**config.mk**
```make
export PLATFORM = sky130hd
export DESIGN_NAME = five_port_parallel_io
export DESIGN_NICKNAME = d
export VERILOG_FILES = /design/src/hw/gpio_pkg.sv /design/src/hw/pin_sync.sv /design/src/hw/port_slice.sv /design/src/hw/five_port_parallel_io.sv
export VERILOG_INCLUDE_DIRS = /design/src /design/src/hw
export SDC_FILE = /design/constraint.sdc
export NUM_CORES = 1
export LEC_CHECK = 0
export BUFFER_PORTS_ARGS = -buffer_cell sky130_fd_sc_hd__buf_2
export CAP_MARGIN = 20
export CORE_AREA = 2 2 146 148
export DETAILED_ROUTE_END_ITERATION = 8
export DIE_AREA = 0 0 148 150
export PLACE_DENSITY = 0.86
export REMOVE_ABC_BUFFERS = 1
export SLEW_MARGIN = 20
export SYNTH_ARGS = -nofsm -noshare
export SYNTH_HDL_FRONTEND = slang
export SYNTH_HIERARCHICAL = 1
export SYNTH_SLANG_ARGS = --single-unit
export TNS_END_PERCENT = 10
```
**constraint.sdc**
```tcl
create_clock -name ref_clk -period 3.26 [get_ports ref_clk]
set_input_delay 0.326 -clock ref_clk [delete_from_list [all_inputs] [get_ports ref_clk]]
set_output_delay 0.326 -clock ref_clk [all_outputs]
set_load 0.05 [all_outputs]
```
**src/hw/gpio_map.svh**
```systemverilog
// register indices, byte-address helpers, reset values and bus codes for the parallel ports
`ifndef GPIO_MAP_SVH
`define GPIO_MAP_SVH

`define IDX_PORT_A_LATCH 8'h00
`define IDX_PORT_B_LATCH 8'h01
`define IDX_PORT_C_LATCH 8'h02
`define IDX_PORT_D_LATCH 8'h03
`define IDX_PORT_A_DIRECTION 8'h04
`define IDX_PORT_B_DIRECTION 8'h05
`define IDX_PORT_C_DIRECTION 8'h06
`define IDX_PORT_D_DIRECTION 8'h07
`define IDX_PORT_E_LATCH 8'h08
`define IDX_PORT_E_DIRECTION 8'h09
`define IDX_KEYBOARD_PIN_ENABLE 8'h4F
`define IDX_PORT_E_FUNCTION_ENABLE 8'h68
`define IDX_PORT_D_FUNCTION_ENABLE 8'h69
`define IDX_PWM_PIN_ENABLE 8'h78

`define IDX_LSB 2
`define IDX_MSB 9
`define DIRECTION_RESET 8'h00
`define FUNCTION_RESET 8'h00
`define PORT_E_FUNCTION_BITS 4
`define PORT_C_BITS 7
`define TOTAL_PINS 39

`define RESP_OKAY 2'h0
`define RESP_SLVERR 2'h2

`endif

```
**src/hw/gpio_pkg.sv**
```systemverilog
// types shared by the parallel port block
package gpio_pkg;
  typedef struct packed {
    logic [7:0] a;
    logic [7:0] b;
    logic [6:0] c;
    logic [7:0] d;
    logic [7:0] e;
  } port_pins_t;

  typedef struct packed {
    logic [7:0] keyboard;
    logic [7:0] pwm;
    logic [7:0] port_d;
    logic [3:0] port_e;
  } func_sel_t;
endpackage

```
**src/hw/pin_sync.sv**
```systemverilog
// two-flop synchroniser for a group of pin levels
module pin_sync #(
  parameter int W = 8
) (
  input wire logic ref_clk,
  input wire logic rst_n,
  input wire logic [W-1:0] raw,
  output logic [W-1:0] synced
);
  logic [W-1:0] meta_q;

  always_ff @(posedge ref_clk or negedge rst_n) begin
    if (!rst_n) begin
      meta_q <= '0;
      synced <= '0;
    end else begin
      meta_q <= raw;
      synced <= meta_q;
    end
  end
endmodule

```
**src/hw/port_slice.sv**
```systemverilog
// one parallel port: data latch, direction bits, pin sampling and read-back
module port_slice #(
  parameter int W = 8
) (
  input wire logic ref_clk,
  input wire logic rst_n,
  input wire logic wr_latch,
  input wire logic wr_dir,
  input wire logic [W-1:0] wdata,
  input wire logic [W-1:0] alt_sel,
  input wire logic [W-1:0] pin_in,
  output logic [W-1:0] latch_q,
  output logic [W-1:0] dir_q,
  output logic [W-1:0] oe_q,
  output logic [W-1:0] level,
  output logic [W-1:0] rd_value
);
  pin_sync #(.W(W)) u_sync (
    .ref_clk(ref_clk),
    .rst_n(rst_n),
    .raw(pin_in),
    .synced(level)
  );

  // no reset on purpose: the latch keeps its value across reset
  always_ff @(posedge ref_clk) begin
    if (wr_latch) begin
      latch_q <= wdata;
    end
  end

  always_ff @(posedge ref_clk or negedge rst_n) begin
    if (!rst_n) begin
      dir_q <= '0;
      oe_q <= '0;
    end else begin
      if (wr_dir) begin
        dir_q <= wdata;
      end
      oe_q <= dir_q & ~alt_sel;
    end
  end

  assign rd_value = (dir_q & latch_q) | (~dir_q & level);
endmodule

```
**src/hw/five_port_parallel_io.sv**
```systemverilog
// five bidirectional parallel ports with pin-function enables behind an AXI4-Lite slave
// Overview of operation
// - The block offers 39 two-way pins grouped into five parallel ports.
// - Each pin is an input or an output according to its own direction bit.
// - Latches of ports A, B and D are read/write and keep their contents through reset.
// - Direction registers of ports A, B and D are read/write and clear to zero on reset.
// - The port C latch has bits 6 to 0 only, bit 7 reads zero, and reset leaves it alone.
// - The port C direction register has bits 6 to 0, clears on reset, and reads zero in bit 7.
// - The port E latch survives reset while its direction register clears to zero.
// - A one in a direction bit enables that pin's driver and a zero leaves it high-impedance.
// - Reading a latch returns the latch on output bits and the sampled pin on input bits.
// - Writing a latch with byte lane 0 enabled updates it, whatever the direction, without changing input reads.
// - A keyboard enable bit hands its port A pin to the keyboard function; clear gives it back.
`include "gpio_map.svh"

module five_port_parallel_io #(
  parameter int ADDR_W = 12
) (
  input wire logic ref_clk,
  input wire logic rst_n,
  input wire logic [ADDR_W-1:0] s_axi_awaddr,
  input wire logic s_axi_awvalid,
  output logic s_axi_awready,
  input wire logic [31:0] s_axi_wdata,
  input wire logic [3:0] s_axi_wstrb,
  input wire logic s_axi_wvalid,
  output logic s_axi_wready,
  output logic [1:0] s_axi_bresp,
  output logic s_axi_bvalid,
  input wire logic s_axi_bready,
  input wire logic [ADDR_W-1:0] s_axi_araddr,
  input wire logic s_axi_arvalid,
  output logic s_axi_arready,
  output logic [31:0] s_axi_rdata,
  output logic [1:0] s_axi_rresp,
  output logic s_axi_rvalid,
  input wire logic s_axi_rready,
  input wire gpio_pkg::port_pins_t pin_in,
  output gpio_pkg::port_pins_t pin_out,
  output gpio_pkg::port_pins_t pin_oe,
  output gpio_pkg::func_sel_t func_sel,
  output logic [7:0] keyboard_level
);
  import gpio_pkg::*;

  // write and read channel holding registers
  logic aw_full_q;
  logic [ADDR_W-1:0] aw_addr_q;
  logic w_full_q;
  logic [31:0] w_data_q;
  logic [3:0] w_strb_q;
  logic bvalid_q;
  logic [1:0] bresp_q;
  logic awready_q;
  logic wready_q;
  logic arready_q;
  logic rvalid_q;
  logic [31:0] rdata_q;
  logic [1:0] rresp_q;

  // pin-function enable registers
  logic [7:0] keyboard_pin_enable_q;
  logic [7:0] pwm_pin_enable_q;
  logic [7:0] port_d_function_enable_q;
  logic [`PORT_E_FUNCTION_BITS-1:0] port_e_function_enable_q;
  logic [7:0] keyboard_level_q;

  // handshakes
  wire aw_fire = s_axi_awvalid & ~aw_full_q;
  wire w_fire = s_axi_wvalid & ~w_full_q;
  wire wr_go = aw_full_q & w_full_q & ~bvalid_q;
  wire ar_fire = s_axi_arvalid & arready_q;
  wire r_done = rvalid_q & s_axi_rready;

  // write decode
  wire [7:0] wr_idx = aw_addr_q[`IDX_MSB:`IDX_LSB];
  wire wr_upper_zero = (aw_addr_q[ADDR_W-1:`IDX_MSB+1] == '0);
  wire wr_known = (wr_idx <= `IDX_PORT_E_DIRECTION) ||
                  (wr_idx == `IDX_KEYBOARD_PIN_ENABLE) ||
                  (wr_idx == `IDX_PORT_E_FUNCTION_ENABLE) ||
                  (wr_idx == `IDX_PORT_D_FUNCTION_ENABLE) ||
                  (wr_idx == `IDX_PWM_PIN_ENABLE);
  wire wr_mapped = wr_upper_zero & wr_known;
  // only byte lane 0 carries register data; other lanes are dropped
  wire wr_en = wr_go & wr_mapped & w_strb_q[0];
  wire [7:0] wr_byte = w_data_q[7:0];
  wire wr_latch_a = wr_en & (wr_idx == `IDX_PORT_A_LATCH);
  wire wr_latch_b = wr_en & (wr_idx == `IDX_PORT_B_LATCH);
  wire wr_latch_c = wr_en & (wr_idx == `IDX_PORT_C_LATCH);
  wire wr_latch_d = wr_en & (wr_idx == `IDX_PORT_D_LATCH);
  wire wr_latch_e = wr_en & (wr_idx == `IDX_PORT_E_LATCH);
  wire wr_dir_a = wr_en & (wr_idx == `IDX_PORT_A_DIRECTION);
  wire wr_dir_b = wr_en & (wr_idx == `IDX_PORT_B_DIRECTION);
  wire wr_dir_c = wr_en & (wr_idx == `IDX_PORT_C_DIRECTION);
  wire wr_dir_d = wr_en & (wr_idx == `IDX_PORT_D_DIRECTION);
  wire wr_dir_e = wr_en & (wr_idx == `IDX_PORT_E_DIRECTION);
  wire wr_kbd = wr_en & (wr_idx == `IDX_KEYBOARD_PIN_ENABLE);
  wire wr_pwm = wr_en & (wr_idx == `IDX_PWM_PIN_ENABLE);
  wire wr_pd = wr_en & (wr_idx == `IDX_PORT_D_FUNCTION_ENABLE);
  wire wr_pe = wr_en & (wr_idx == `IDX_PORT_E_FUNCTION_ENABLE);

  // per-port state
  logic [7:0] latch_a, dir_a, oe_a, level_a, rd_a;
  logic [7:0] latch_b, dir_b, oe_b, level_b, rd_b;
  logic [6:0] latch_c, dir_c, oe_c, level_c, rd_c;
  logic [7:0] latch_d, dir_d, oe_d, level_d, rd_d;
  logic [7:0] latch_e, dir_e, oe_e, level_e, rd_e;

  // port A gives up its driver while the keyboard function owns the pin
  port_slice #(.W(8)) u_port_a (
    .ref_clk(ref_clk),
    .rst_n(rst_n),
    .wr_latch(wr_latch_a),
    .wr_dir(wr_dir_a),
    .wdata(wr_byte),
    .alt_sel(keyboard_pin_enable_q),
    .pin_in(pin_in.a),
    .latch_q(latch_a),
    .dir_q(dir_a),
    .oe_q(oe_a),
    .level(level_a),
    .rd_value(rd_a)
  );

  // alternate functions of B, D and E live elsewhere, so they do not gate the driver
  port_slice #(.W(8)) u_port_b (
    .ref_clk(ref_clk),
    .rst_n(rst_n),
    .wr_latch(wr_latch_b),
    .wr_dir(wr_dir_b),
    .wdata(wr_byte),
    .alt_sel(8'h00),
    .pin_in(pin_in.b),
    .latch_q(latch_b),
    .dir_q(dir_b),
    .oe_q(oe_b),
    .level(level_b),
    .rd_value(rd_b)
  );

  port_slice #(.W(`PORT_C_BITS)) u_port_c (
    .ref_clk(ref_clk),
    .rst_n(rst_n),
    .wr_latch(wr_latch_c),
    .wr_dir(wr_dir_c),
    .wdata(wr_byte[`PORT_C_BITS-1:0]),
    .alt_sel(7'h00),
    .pin_in(pin_in.c),
    .latch_q(latch_c),
    .dir_q(dir_c),
    .oe_q(oe_c),
    .level(level_c),
    .rd_value(rd_c)
  );

  port_slice #(.W(8)) u_port_d (
    .ref_clk(ref_clk),
    .rst_n(rst_n),
    .wr_latch(wr_latch_d),
    .wr_dir(wr_dir_d),
    .wdata(wr_byte),
    .alt_sel(8'h00),
    .pin_in(pin_in.d),
    .latch_q(latch_d),
    .dir_q(dir_d),
    .oe_q(oe_d),
    .level(level_d),
    .rd_value(rd_d)
  );

  port_slice #(.W(8)) u_port_e (
    .ref_clk(ref_clk),
    .rst_n(rst_n),
    .wr_latch(wr_latch_e),
    .wr_dir(wr_dir_e),
    .wdata(wr_byte),
    .alt_sel(8'h00),
    .pin_in(pin_in.e),
    .latch_q(latch_e),
    .dir_q(dir_e),
    .oe_q(oe_e),
    .level(level_e),
    .rd_value(rd_e)
  );

  // 39 pins in all: 8 + 8 + 7 + 8 + 8
  assign pin_out = {latch_a, latch_b, latch_c, latch_d, latch_e};
  assign pin_oe = {oe_a, oe_b, oe_c, oe_d, oe_e};

  // read decode
  wire [7:0] rd_idx = s_axi_araddr[`IDX_MSB:`IDX_LSB];
  wire rd_upper_zero = (s_axi_araddr[ADDR_W-1:`IDX_MSB+1] == '0);
  wire [7:0] rd_byte =
    (rd_idx == `IDX_PORT_A_LATCH) ? rd_a :
    (rd_idx == `IDX_PORT_B_LATCH) ? rd_b :
    (rd_idx == `IDX_PORT_C_LATCH) ? {1'b0, rd_c} :
    (rd_idx == `IDX_PORT_D_LATCH) ? rd_d :
    (rd_idx == `IDX_PORT_A_DIRECTION) ? dir_a :
    (rd_idx == `IDX_PORT_B_DIRECTION) ? dir_b :
    (rd_idx == `IDX_PORT_C_DIRECTION) ? {1'b0, dir_c} :
    (rd_idx == `IDX_PORT_D_DIRECTION) ? dir_d :
    (rd_idx == `IDX_PORT_E_LATCH) ? rd_e :
    (rd_idx == `IDX_PORT_E_DIRECTION) ? dir_e :
    (rd_idx == `IDX_KEYBOARD_PIN_ENABLE) ? keyboard_pin_enable_q :
    (rd_idx == `IDX_PORT_E_FUNCTION_ENABLE) ? {4'h0, port_e_function_enable_q} :
    (rd_idx == `IDX_PORT_D_FUNCTION_ENABLE) ? port_d_function_enable_q :
    (rd_idx == `IDX_PWM_PIN_ENABLE) ? pwm_pin_enable_q : 8'h00;
  wire rd_known = (rd_idx <= `IDX_PORT_E_DIRECTION) ||
                  (rd_idx == `IDX_KEYBOARD_PIN_ENABLE) ||
                  (rd_idx == `IDX_PORT_E_FUNCTION_ENABLE) ||
                  (rd_idx == `IDX_PORT_D_FUNCTION_ENABLE) ||
                  (rd_idx == `IDX_PWM_PIN_ENABLE);
  wire rd_mapped = rd_upper_zero & rd_known;

  // write address and data are taken in either order, one write at a time
  always_ff @(posedge ref_clk or negedge rst_n) begin
    if (!rst_n) begin
      aw_full_q <= 1'b0;
      awready_q <= 1'b1;
      aw_addr_q <= '0;
      w_full_q <= 1'b0;
      wready_q <= 1'b1;
      w_data_q <= 32'h0000_0000;
      w_strb_q <= 4'h0;
    end else begin
      // ready flops mirror the full flags so the bus sees a clean register output
      if (aw_fire) begin
        aw_full_q <= 1'b1;
        awready_q <= 1'b0;
        aw_addr_q <= s_axi_awaddr;
      end else if (wr_go) begin
        aw_full_q <= 1'b0;
        awready_q <= 1'b1;
      end
      if (w_fire) begin
        w_full_q <= 1'b1;
        wready_q <= 1'b0;
        w_data_q <= s_axi_wdata;
        w_strb_q <= s_axi_wstrb;
      end else if (wr_go) begin
        w_full_q <= 1'b0;
        wready_q <= 1'b1;
      end
    end
  end

  always_ff @(posedge ref_clk or negedge rst_n) begin
    if (!rst_n) begin
      bvalid_q <= 1'b0;
      bresp_q <= `RESP_OKAY;
    end else if (wr_go) begin
      bvalid_q <= 1'b1;
      bresp_q <= wr_mapped ? `RESP_OKAY : `RESP_SLVERR;
    end else if (s_axi_bready) begin
      bvalid_q <= 1'b0;
    end
  end

  always_ff @(posedge ref_clk or negedge rst_n) begin
    if (!rst_n) begin
      arready_q <= 1'b1;
      rvalid_q <= 1'b0;
      rdata_q <= 32'h0000_0000;
      rresp_q <= `RESP_OKAY;
    end else if (ar_fire) begin
      arready_q <= 1'b0;
      rvalid_q <= 1'b1;
      // unmapped reads give zero, not the data of the register the low bits alias
      rdata_q <= rd_mapped ? {24'h000000, rd_byte} : 32'h0000_0000;
      rresp_q <= rd_mapped ? `RESP_OKAY : `RESP_SLVERR;
    end else if (r_done) begin
      arready_q <= 1'b1;
      rvalid_q <= 1'b0;
    end
  end

  always_ff @(posedge ref_clk or negedge rst_n) begin
    if (!rst_n) begin
      keyboard_pin_enable_q <= `FUNCTION_RESET;
      pwm_pin_enable_q <= `FUNCTION_RESET;
      port_d_function_enable_q <= `FUNCTION_RESET;
      port_e_function_enable_q <= '0;
    end else begin
      if (wr_kbd) begin
        keyboard_pin_enable_q <= wr_byte;
      end
      if (wr_pwm) begin
        pwm_pin_enable_q <= wr_byte;
      end
      if (wr_pd) begin
        port_d_function_enable_q <= wr_byte;
      end
      if (wr_pe) begin
        port_e_function_enable_q <= wr_byte[`PORT_E_FUNCTION_BITS-1:0];
      end
    end
  end

  // keyboard function sees the sampled pin only while it owns the pin
  always_ff @(posedge ref_clk or negedge rst_n) begin
    if (!rst_n) begin
      keyboard_level_q <= 8'h00;
    end else begin
      keyboard_level_q <= level_a & keyboard_pin_enable_q;
    end
  end

  assign s_axi_awready = awready_q;
  assign s_axi_wready = wready_q;
  assign s_axi_bvalid = bvalid_q;
  assign s_axi_bresp = bresp_q;
  assign s_axi_arready = arready_q;
  assign s_axi_rvalid = rvalid_q;
  assign s_axi_rdata = rdata_q;
  assign s_axi_rresp = rresp_q;
  assign func_sel = {keyboard_pin_enable_q, pwm_pin_enable_q, port_d_function_enable_q,
                     port_e_function_enable_q};
  assign keyboard_level = keyboard_level_q;

  dir_clear_a: assert property (@(posedge ref_clk) disable iff (!rst_n)
    $rose(rst_n) |-> (dir_a == 8'h00) && (dir_b == 8'h00) && (dir_d == 8'h00))
    else $error("direction registers not cleared by reset");

  port_c_top_a: assert property (@(posedge ref_clk) disable iff (!rst_n)
    ar_fire && ((rd_idx == `IDX_PORT_C_DIRECTION) || (rd_idx == `IDX_PORT_C_LATCH))
    |=> (s_axi_rdata[31:7] == 25'h0000000))
    else $error("port C bit 7 read back nonzero");

  port_e_dir_a: assert property (@(posedge ref_clk) disable iff (!rst_n)
    $rose(rst_n) |-> (dir_e == 8'h00) && (pin_oe == '0))
    else $error("port E direction or drivers not clear after reset");

  oe_follows_dir_a: assert property (@(posedge ref_clk) disable iff (!rst_n)
    wr_dir_b |-> ##2 (pin_oe.b == $past(wr_byte, 2)))
    else $error("port B drivers do not follow the direction write");

  read_mix_a: assert property (@(posedge ref_clk) disable iff (!rst_n)
    ar_fire && rd_upper_zero && (rd_idx == `IDX_PORT_A_LATCH) |=>
    s_axi_rdata[7:0] == (($past(dir_a) & $past(latch_a)) | (~$past(dir_a) & $past(level_a))))
    else $error("port A read does not mix latch and pin by direction");

  latch_write_a: assert property (@(posedge ref_clk) disable iff (!rst_n)
    wr_latch_d |=> (latch_d == $past(wr_byte)))
    else $error("port D latch not updated by write");

  latch_hold_a: assert property (@(posedge ref_clk) disable iff (!rst_n)
    !wr_latch_a |=> $stable(latch_a))
    else $error("port A latch changed without a write");

  keyboard_owns_a: assert property (@(posedge ref_clk) disable iff (!rst_n)
    wr_kbd ##1 !wr_dir_a |=> ((pin_oe.a & keyboard_pin_enable_q) == 8'h00))
    else $error("port A driver left on under keyboard function");

  func_clear_a: assert property (@(posedge ref_clk) disable iff (!rst_n)
    $rose(rst_n) |-> (func_sel == '0) && (keyboard_level == 8'h00))
    else $error("function enables not cleared by reset");

  write_answer_a: assert property (@(posedge ref_clk) disable iff (!rst_n)
    wr_go |=> s_axi_bvalid &&
    (s_axi_bresp == ($past(wr_mapped) ? `RESP_OKAY : `RESP_SLVERR)))
    else $error("write response missing or wrong after both channels taken");
endmodule

```
==> results.txt, run 1 <==
Violation count after the first detailed-routing iteration: 561
Adder-cell share of the synthesized area: 0
CTS Root Cell: sky130_fd_sc_hd__clkbuf_16
Max clock buf depth: 3
Layout fillers: 1,507
Global route total overflow: 0
Dominant combinational cell family by area after synthesis: multiplexers
Levels on crit path: 5
Detailed-router iteration count before antenna repair: 8
TritonCTS Sinks: 267
Number of I/O port buffers: 203
Number of hold buffers added after cts: 42
IR Drop Worst-Case VDD: 0.000532 V
Hold violation count in the final report: 0
Total via count in the routed design: 7,556
Worst slew margin: 0.332
Worst path bufs/invs: 1
Worst min-delay path class: input port to flop
Outcome: complete, no violations
Startpoint of the lowest-slack register-to-register path: aw_addr_q[6]$_DFFE_PN0P_
Area share of xor/xnor cells in the synthesized design: 0
Pin count of the biggest net entering global routing: 101
Number of buffers created by CTS: 28
Sequential area share after synthesis: 0.625
Yosys warning count: 6
Leakage power of the design: 6.42 nW
Placeable core region: 20,700 sq um
Minimum clock period after layout: 2.45 ns
Crit Reg-Reg Endpoint: u_port_d/latch_q[4]$_DFFE_PP_
Via count of the first global-routing pass: 7,602
Setup violations, final: 0
PostCTS Resize Cnt: 0
DRC violations left: 0
Via-to-Cell Ratio: 5.49
Top Family by Delay on Critical Path: simple AND/OR/NAND/NOR gates
Deepest level of the CTS H-tree: 1
Biggest area consumer among synthesized cells: sky130_fd_sc_hd__dfrtp_1
Worst hold path cell count: 2
Most used standard cells in the synthesized netlist: sky130_fd_sc_hd__dfrtp_1, sky130_fd_sc_hd__mux2_2, sky130_fd_sc_hd__nor2b_1
Slew of the pin with the lowest slew margin: 1.00 ns
Total Nets Final: 1,186
Critical Path, Cell by Cell: nor4_1 > nor2b_1 > nand2b_1 > nor2_1 > buf_4
Multiplexer share of the synthesized area: 0.153
Worst stage delay on the critical path: 0.52 ns
Min-delay src: s_axi_rready
Kind of critical path: flop to flop
Initial Util: 0.532
Die X: 148 um
Routing usage on met3: 0.0524
Number of cells produced by synthesis: 780
Die height: 150 um
Worst-path cell with the longest stage delay: sky130_fd_sc_hd__nor2_1
Reg2Reg Depth: 5
Number of flip-flops under the largest register name: 10
Global-route track usage on met2: 0.437
Clock transition time at the flip-flop clock pins of the worst setup and hold paths: 0.06 ns
Leading post-synthesis cells by cell area: sky130_fd_sc_hd__dfrtp_1, sky130_fd_sc_hd__edfxtp_1, sky130_fd_sc_hd__mux2_2
Count of max-cap constraint violations: 0
Yosys top cell area share: 0.512
Worst Clk Skew: 0.00956 ns
Endpoint, Worst Hold: s_axi_rvalid$_DFFE_PN0P_
Pins Over Slew Limit: 0
Routed wire per std cell: 21.5 um
Half-perimeter wire length after placement: 20.5 mm
Synth Cell Area: 11,000 sq um
Count leader, synth: sky130_fd_sc_hd__dfrtp_1
Routability Congestion: 0.943
Layout cell share with drive strength beyond 1: 0.379
Wire length of the first global-routing pass: 44.9 mm
Complex-gate fraction of the synthesized area: 0.0823
Buffers inserted by post-CTS timing repair: 0
Top reg by flops: aw_addr_q
FMAX: 408 MHz
Register bit count reported by yosys: 267
Number of enable-type register cells in the synthesized netlist: 39
Number of antenna violations at the first check in global routing: 1
Worst setup startpoint: aw_addr_q[6]$_DFFE_PN0P_
Total wire length after detailed routing: 29.7 mm
Maximum fanout along the worst path: 7
Total global routing track utilization: 0.269
Mean Syn Cell Area: 14.1 sq um
Arrival time worst endpoint: 2.68 ns
GRT met1 Usage: 0.372
CTS tree: done
Sum Neg Setup Slack: 0 ns
Area Growth Syn to Fin: 24.2%
Total power density per cell area: 597 nW/um^2
Most instantiated flip-flop cell in the synthesis netlist: sky130_fd_sc_hd__dfrtp_1
Worst endpoint required time: 3.49 ns
Register-to-Register Setup Slack: 0.81 ns
Critical path capture point type: flop
Count of boundary I/O pins: 261
Setup repair after global routing missed its margin: no
Final worst-path cycle share: 0.751
Final cell utilization of the core: 0.660
Setup crit start kind: flop
Clock network latency to the later pin of the worst-skew pair: 0.53 ns
Die ar.: 22,200 sq um
Simple-gate share of the synthesized area: 0.101
Antenna violation net count after detailed routing: 0
Post-synthesis cell type count: 73
Floorplan row count: 53
Most used routing layer: met2
Post-synth ARST share: 0.854
-- worst reg2reg max path: cells and delay by family (launching register included) --
kind | cells | cell delay [ns]
AND/OR/NAND/NOR | 4 | 1.36
buffers and inverters | 1 | 0.30
flip-flops | 1 | 0.49
-- power by group --
| group | internal [mW] | leakage [nW] | switching (mW) | total [mW] |
|---|---|---|---|---|
| logic | 0.429 | 2.73 | 0.680 | 1.11 |
| clock network | 1.63 | 0.399 | 1.24 | 2.86 |
| registers | 3.72 | 3.29 | 0.457 | 4.18 |
-- routing by layer --
metal  routed length, um  vias to the layer above
met3                2260                       59
li1                    -                     3345
met5                   0                        -
met4                 902                        0
met2               14300                      338
met1               12200                     3814
-- logic make-up (layout without fill, tap and decap cells) --
| group | Yosys count | count (layout) |
|---|---|---|
| AO/OA/AOI/OAI | 125 | 125 |
| multiplexers | 135 | 135 |
| AND/OR/NAND/NOR | 185 | 185 |
| other | 1 | 58 |
| buffers and inverters | 67 | 332 |
| flip-flops | 267 | 267 |
-- worst max path at each step --
stage,end,slack [ns]
finish,u_port_d/latch_q[4]$_DFFE_PP_,0.81
global route,u_port_d/latch_q[6]$_DFFE_PP_,0.82
CTS,u_port_d/latch_q[5]$_DFFE_PP_,0.88
detailed placement,s_axi_rdata[1]$_DFFE_PN0P_,0.77
global placement,s_axi_rdata[1]$_DFFE_PN0P_,0.82
floorplan,u_port_e/dir_q[0]$_DFFE_PN0P_,0.16
-- through the flow --
stage                     area [sq um]  cells  hold WS (ns)  setup slack (ns)  total power [mW]
after floorplan                  10800    780        0.0304             0.163              4.78
after global placement           12400   1283         0.332             0.824              5.23
after detailed placement         12400   1283         0.336             0.766              5.29
after CTS                        13700   1376       0.00262             0.880              8.18
after global routing             13700   1377       0.00750             0.816              8.48
final                            13700   1377        0.0178             0.812              8.15
-- cell usage in the layout (no fill, tap or decap), types with 8 or more instances in the layout --
cell                            count
sky130_fd_sc_hd__a32oi_1            8
sky130_fd_sc_hd__dfrtp_1          225
sky130_fd_sc_hd__nor3_1            10
sky130_fd_sc_hd__buf_4             24
sky130_fd_sc_hd__conb_1            57
sky130_fd_sc_hd__buf_2            202
sky130_fd_sc_hd__nor2b_1           49
sky130_fd_sc_hd__o21ai_0           28
sky130_fd_sc_hd__nand3_1           14
sky130_fd_sc_hd__and2_1            11
sky130_fd_sc_hd__a21oi_1           18
sky130_fd_sc_hd__mux2_4            39
sky130_fd_sc_hd__clkbuf_1          10
sky130_fd_sc_hd__dlygate4sd3_1     42
sky130_fd_sc_hd__nand2_1           27
sky130_fd_sc_hd__mux2_2            86
sky130_fd_sc_hd__nor2_1            26
sky130_fd_sc_hd__nand2b_1          12
sky130_fd_sc_hd__inv_1             10
sky130_fd_sc_hd__edfxtp_1          39
sky130_fd_sc_hd__mux2i_1            8
sky130_fd_sc_hd__clkbuf_16         29
-- area by class of cell --
| type | count | area, sq um | share of cell area |
|---|---|---|---|
| multi-input combinational | 502 | 3920 | 0.287 |
| inverter | 11 | 41.3 | 0.00302 |
| clock buffer | 39 | 763 | 0.0559 |
| sequential | 267 | 6880 | 0.504 |
| tap | 275 | 344 | 0.0252 |
| clock inverter | 12 | 60.1 | 0.00440 |
| timing repair buffer | 270 | 1650 | 0.121 |
| antenna | 1 | 2.50 | 0.000183 |
Power figures use the tool's default switching activity.
==> run 2, diff against run 1 <==
==> constraint.sdc (replaced) <==
create_clock -name ref_clk -period 2.35 [get_ports ref_clk]
set_input_delay 0.235 -clock ref_clk [delete_from_list [all_inputs] [get_ports ref_clk]]
set_output_delay 0.235 -clock ref_clk [all_outputs]
set_load 0.05 [all_outputs]
==> results.txt, run 2 (synthesis results as in run 1) <==
Outcome: complete, no violations
Top reg by flops: aw_addr_q
Worst setup slack before clock tree synthesis: 0.0343 ns (-0.731 ns)
Via count of the first global-routing pass: 8,052 (+5.9%)
Max clock buf depth: 3 (unchanged)
Wire length of the first global-routing pass: 47.5 mm (+5.8%)
Slew of the pin with the lowest slew margin: 0.674 ns (-0.326 ns)
Worst Clk Skew: 0.0121 ns (+0.00257 ns)
Number of I/O port buffers: 203 (unchanged)
Final cell utilization of the core: 0.689 (+0.0293)
FMAX: 443 MHz (+8.4%)
IR Drop Worst-Case VDD: 0.00103 V (+93%)
Pin count of the biggest net entering global routing: 69 (-32%)
Minimum clock period after layout: 2.26 ns (-0.190 ns)
CTS Root Cell: sky130_fd_sc_hd__clkbuf_16
Antenna violation net count after detailed routing: 0 (unchanged)
Count of boundary I/O pins: 261 (unchanged)
Die ar.: 22,200 sq um (unchanged)
Initial Util: 0.532 (unchanged)
Violation count after the first detailed-routing iteration: 541 (-3.6%)
Worst slew margin: 0.551 (+0.218)
CTS tree: done
Die X: 148 um (unchanged)
Count of max-cap constraint violations: 0 (unchanged)
Hold violation count in the final report: 0 (unchanged)
Final worst-path cycle share: 0.961 (+0.210)
Number of placed cells counting well taps: 1,305 (+1.7%)
Register-to-Register Setup Slack: 0.09 ns (-0.72 ns)
Total via count in the routed design: 7,712 (+2.1%)
Number of antenna violations at the first check in global routing: 2 (+1)
Area Growth Syn to Fin: 29.7%
Total internal power: 8.56 mW (+48%)
Sequential power share: 0.481 (-0.032)
Clock network fraction of design power: 0.377 (+0.026)
DRC violations left: 0 (unchanged)
Total power density per cell area: 845 nW/um^2 (+42%)
Pins Over Slew Limit: 0 (unchanged)
Switching share of total power: 0.290 (-0.00157)
Floorplan row count: 53 (unchanged)
Maximum fanout along the worst path: 8 (+1)
Global route total overflow: 0 (unchanged)
Half-perimeter wire length after placement: 20.9 mm (+2.3%)
Deepest level of the CTS H-tree: 1 (unchanged)
Via-to-Cell Ratio: 5.42 (-1.3%)
Worst stage delay on the critical path: 0.47 ns (-0.05 ns)
Non-filler cells, final: 1,424 (+3.4%)
Routed wire per std cell: 21.9 um (+1.8%)
Leading cell types in the layout, fill and taps excluded: sky130_fd_sc_hd__dfrtp_1, sky130_fd_sc_hd__buf_2, sky130_fd_sc_hd__mux2_2, sky130_fd_sc_hd__dlygate4sd3_1, sky130_fd_sc_hd__conb_1
Number of flip-flops under the largest register name: 10 (unchanged)
Detailed-router iteration count before antenna repair: 5 (-3)
Total wire length after detailed routing: 31.2 mm (+5.2%)
Sum Neg Setup Slack: 0 ns (unchanged)
Critical path capture point type: flop
Leakage power of the design: 6.72 nW (+4.7%)
Worst min-delay path class: input port to flop
Min setup slack post-route: 0.0917 ns (-0.720 ns)
Setup repair after global routing missed its margin: no
Total global routing track utilization: 0.283 (+0.0135)
Clock network latency to the later pin of the worst-skew pair: 0.55 ns (+0.02 ns)
Setup crit start kind: flop
Worst-path cell with the longest stage delay: sky130_fd_sc_hd__dfrtp_1
Layout fillers: 1,455 (-3.5%)
Combinational Power Share: 0.142 (+0.006)
Placeable core region: 20,700 sq um (unchanged)
Layout cell share with drive strength beyond 1: 0.394 (+0.0153)
Routability Congestion: 0.938 (-0.54%)
Setup violations, final: 0 (unchanged)
Buffers inserted by post-CTS timing repair: 0 (unchanged)
Total Nets Final: 1,231 (+3.8%)
Switching power: 3.49 mW (+47%)
Worst endpoint required time: 2.77 ns (-0.72 ns)
Kind of critical path: flop to flop
Number of buffers created by CTS: 28 (unchanged)
Die height: 150 um (unchanged)
Arrival time worst endpoint: 2.68 ns (about the same)
TritonCTS Sinks: 267 (unchanged)
Critical Path, Cell by Cell: inv_1 > o31a_1 > o32ai_2 > a22o_1 > nor4b_2 > buf_4 > mux2_4
Clock transition time at the flip-flop clock pins of the worst setup and hold paths: 0.07 ns (about the same)
Most frequent standard cell in the layout excluding fill and tap cells: sky130_fd_sc_hd__dfrtp_1
-- run 2: cell types whose count changed in the layout (fill, tap and decap cells not counted), moves of 3 or more --
cell                            change
sky130_fd_sc_hd__buf_12             +3
sky130_fd_sc_hd__buf_4             +19
sky130_fd_sc_hd__clkbuf_1           -5
sky130_fd_sc_hd__clkbuf_16          +3
sky130_fd_sc_hd__clkinv_1           -4
sky130_fd_sc_hd__dlygate4sd3_1     +23
-- run 2: layout make-up --
| cell class | instances | area (sq um) | share of cell area |
|---|---|---|---|
| Clock buffer | 38 | 833 | 0.0584 |
| Inverter | 11 | 41.3 | 0.00289 |
| Tap cell | 275 | 344 | 0.0241 |
| Antenna cell | 2 | 5.00 | 0.000351 |
| Clock inverter | 14 | 129 | 0.00903 |
| Sequential cell | 267 | 6880 | 0.482 |
| Timing Repair Buffer | 315 | 2080 | 0.146 |
| Multi-Input combinational cell | 502 | 3950 | 0.277 |
-- run 2: through the flow --
stage	total power [mW]	instance area (sq um)	hold WS, ns
after global placement	7.31	12600	0.229
after floorplan	6.63	10800	-0.0606
after detailed placement	7.38	12600	0.236
after global routing	12.5	14300	0.203
final	12.1	14300	0.195
after CTS	12.0	14200	0.193
-- run 2: power by group through the flow --
stage	clock, mW	sequential, mW	combinational (mW)
final	4.55	5.79	1.71
after global routing	4.82	5.85	1.82
after CTS	4.58	5.75	1.68
after detailed placement	0	5.82	1.55
after global placement	0	5.79	1.52
after floorplan	0	5.87	0.760
-- run 2: path summary, 6_finish.rpt --
path                                                     start                                  end  cells past startpoint
min in group asynchronous                                rst_n           u_port_b/oe_q[4]$_DFF_PN0_                      2
setup / recovery                      aw_addr_q[7]$_DFFE_PN0P_        u_port_e/dir_q[7]$_DFFE_PN0P_                      7
hold / removal                                s_axi_araddr[10]           s_axi_rdata[3]$_DFFE_PN0P_                      5
setup reg to reg                      aw_addr_q[7]$_DFFE_PN0P_        u_port_e/dir_q[7]$_DFFE_PN0P_                      7
hold reg to reg            u_port_b/u_sync/meta_q[3]$_DFF_PN0_  u_port_b/u_sync/synced[3]$_DFF_PN0_                      0
max in group asynchronous                                rst_n             s_axi_wready$_DFFE_PN1P_                      3
-- run 2: critical path, delay by kind of cell, from the launching register on --
family,cells,cell delay [ns]
AO/OA/AOI/OAI,3,0.74
buffers and inverters,2,0.40
multiplexers,1,0.33
flip-flops,1,0.47
AND/OR/NAND/NOR,1,0.21
-- run 2: routing by layer --
| layer | part of all wire | track usage | vias to the layer above |
|---|---|---|---|
| li1 | - | - | 3442 |
| met1 | 0.41 | 0.373 | 3873 |
| met2 | 0.49 | 0.474 | 328 |
| met3 | 0.070 | 0.0549 | 69 |
| met4 | 0.034 | 0.0952 | 0 |
| met5 | 0 | 0 | - |
-- run 2: what timing repair did --
item | in CTS | in global routing
endpoints found under the setup margin | 8 | 46
gates cloned | 0 | 0
gates resized for setup | 2 | 3
hold buffers | 65 | 0
hold endpoints to repair | 127 | 0
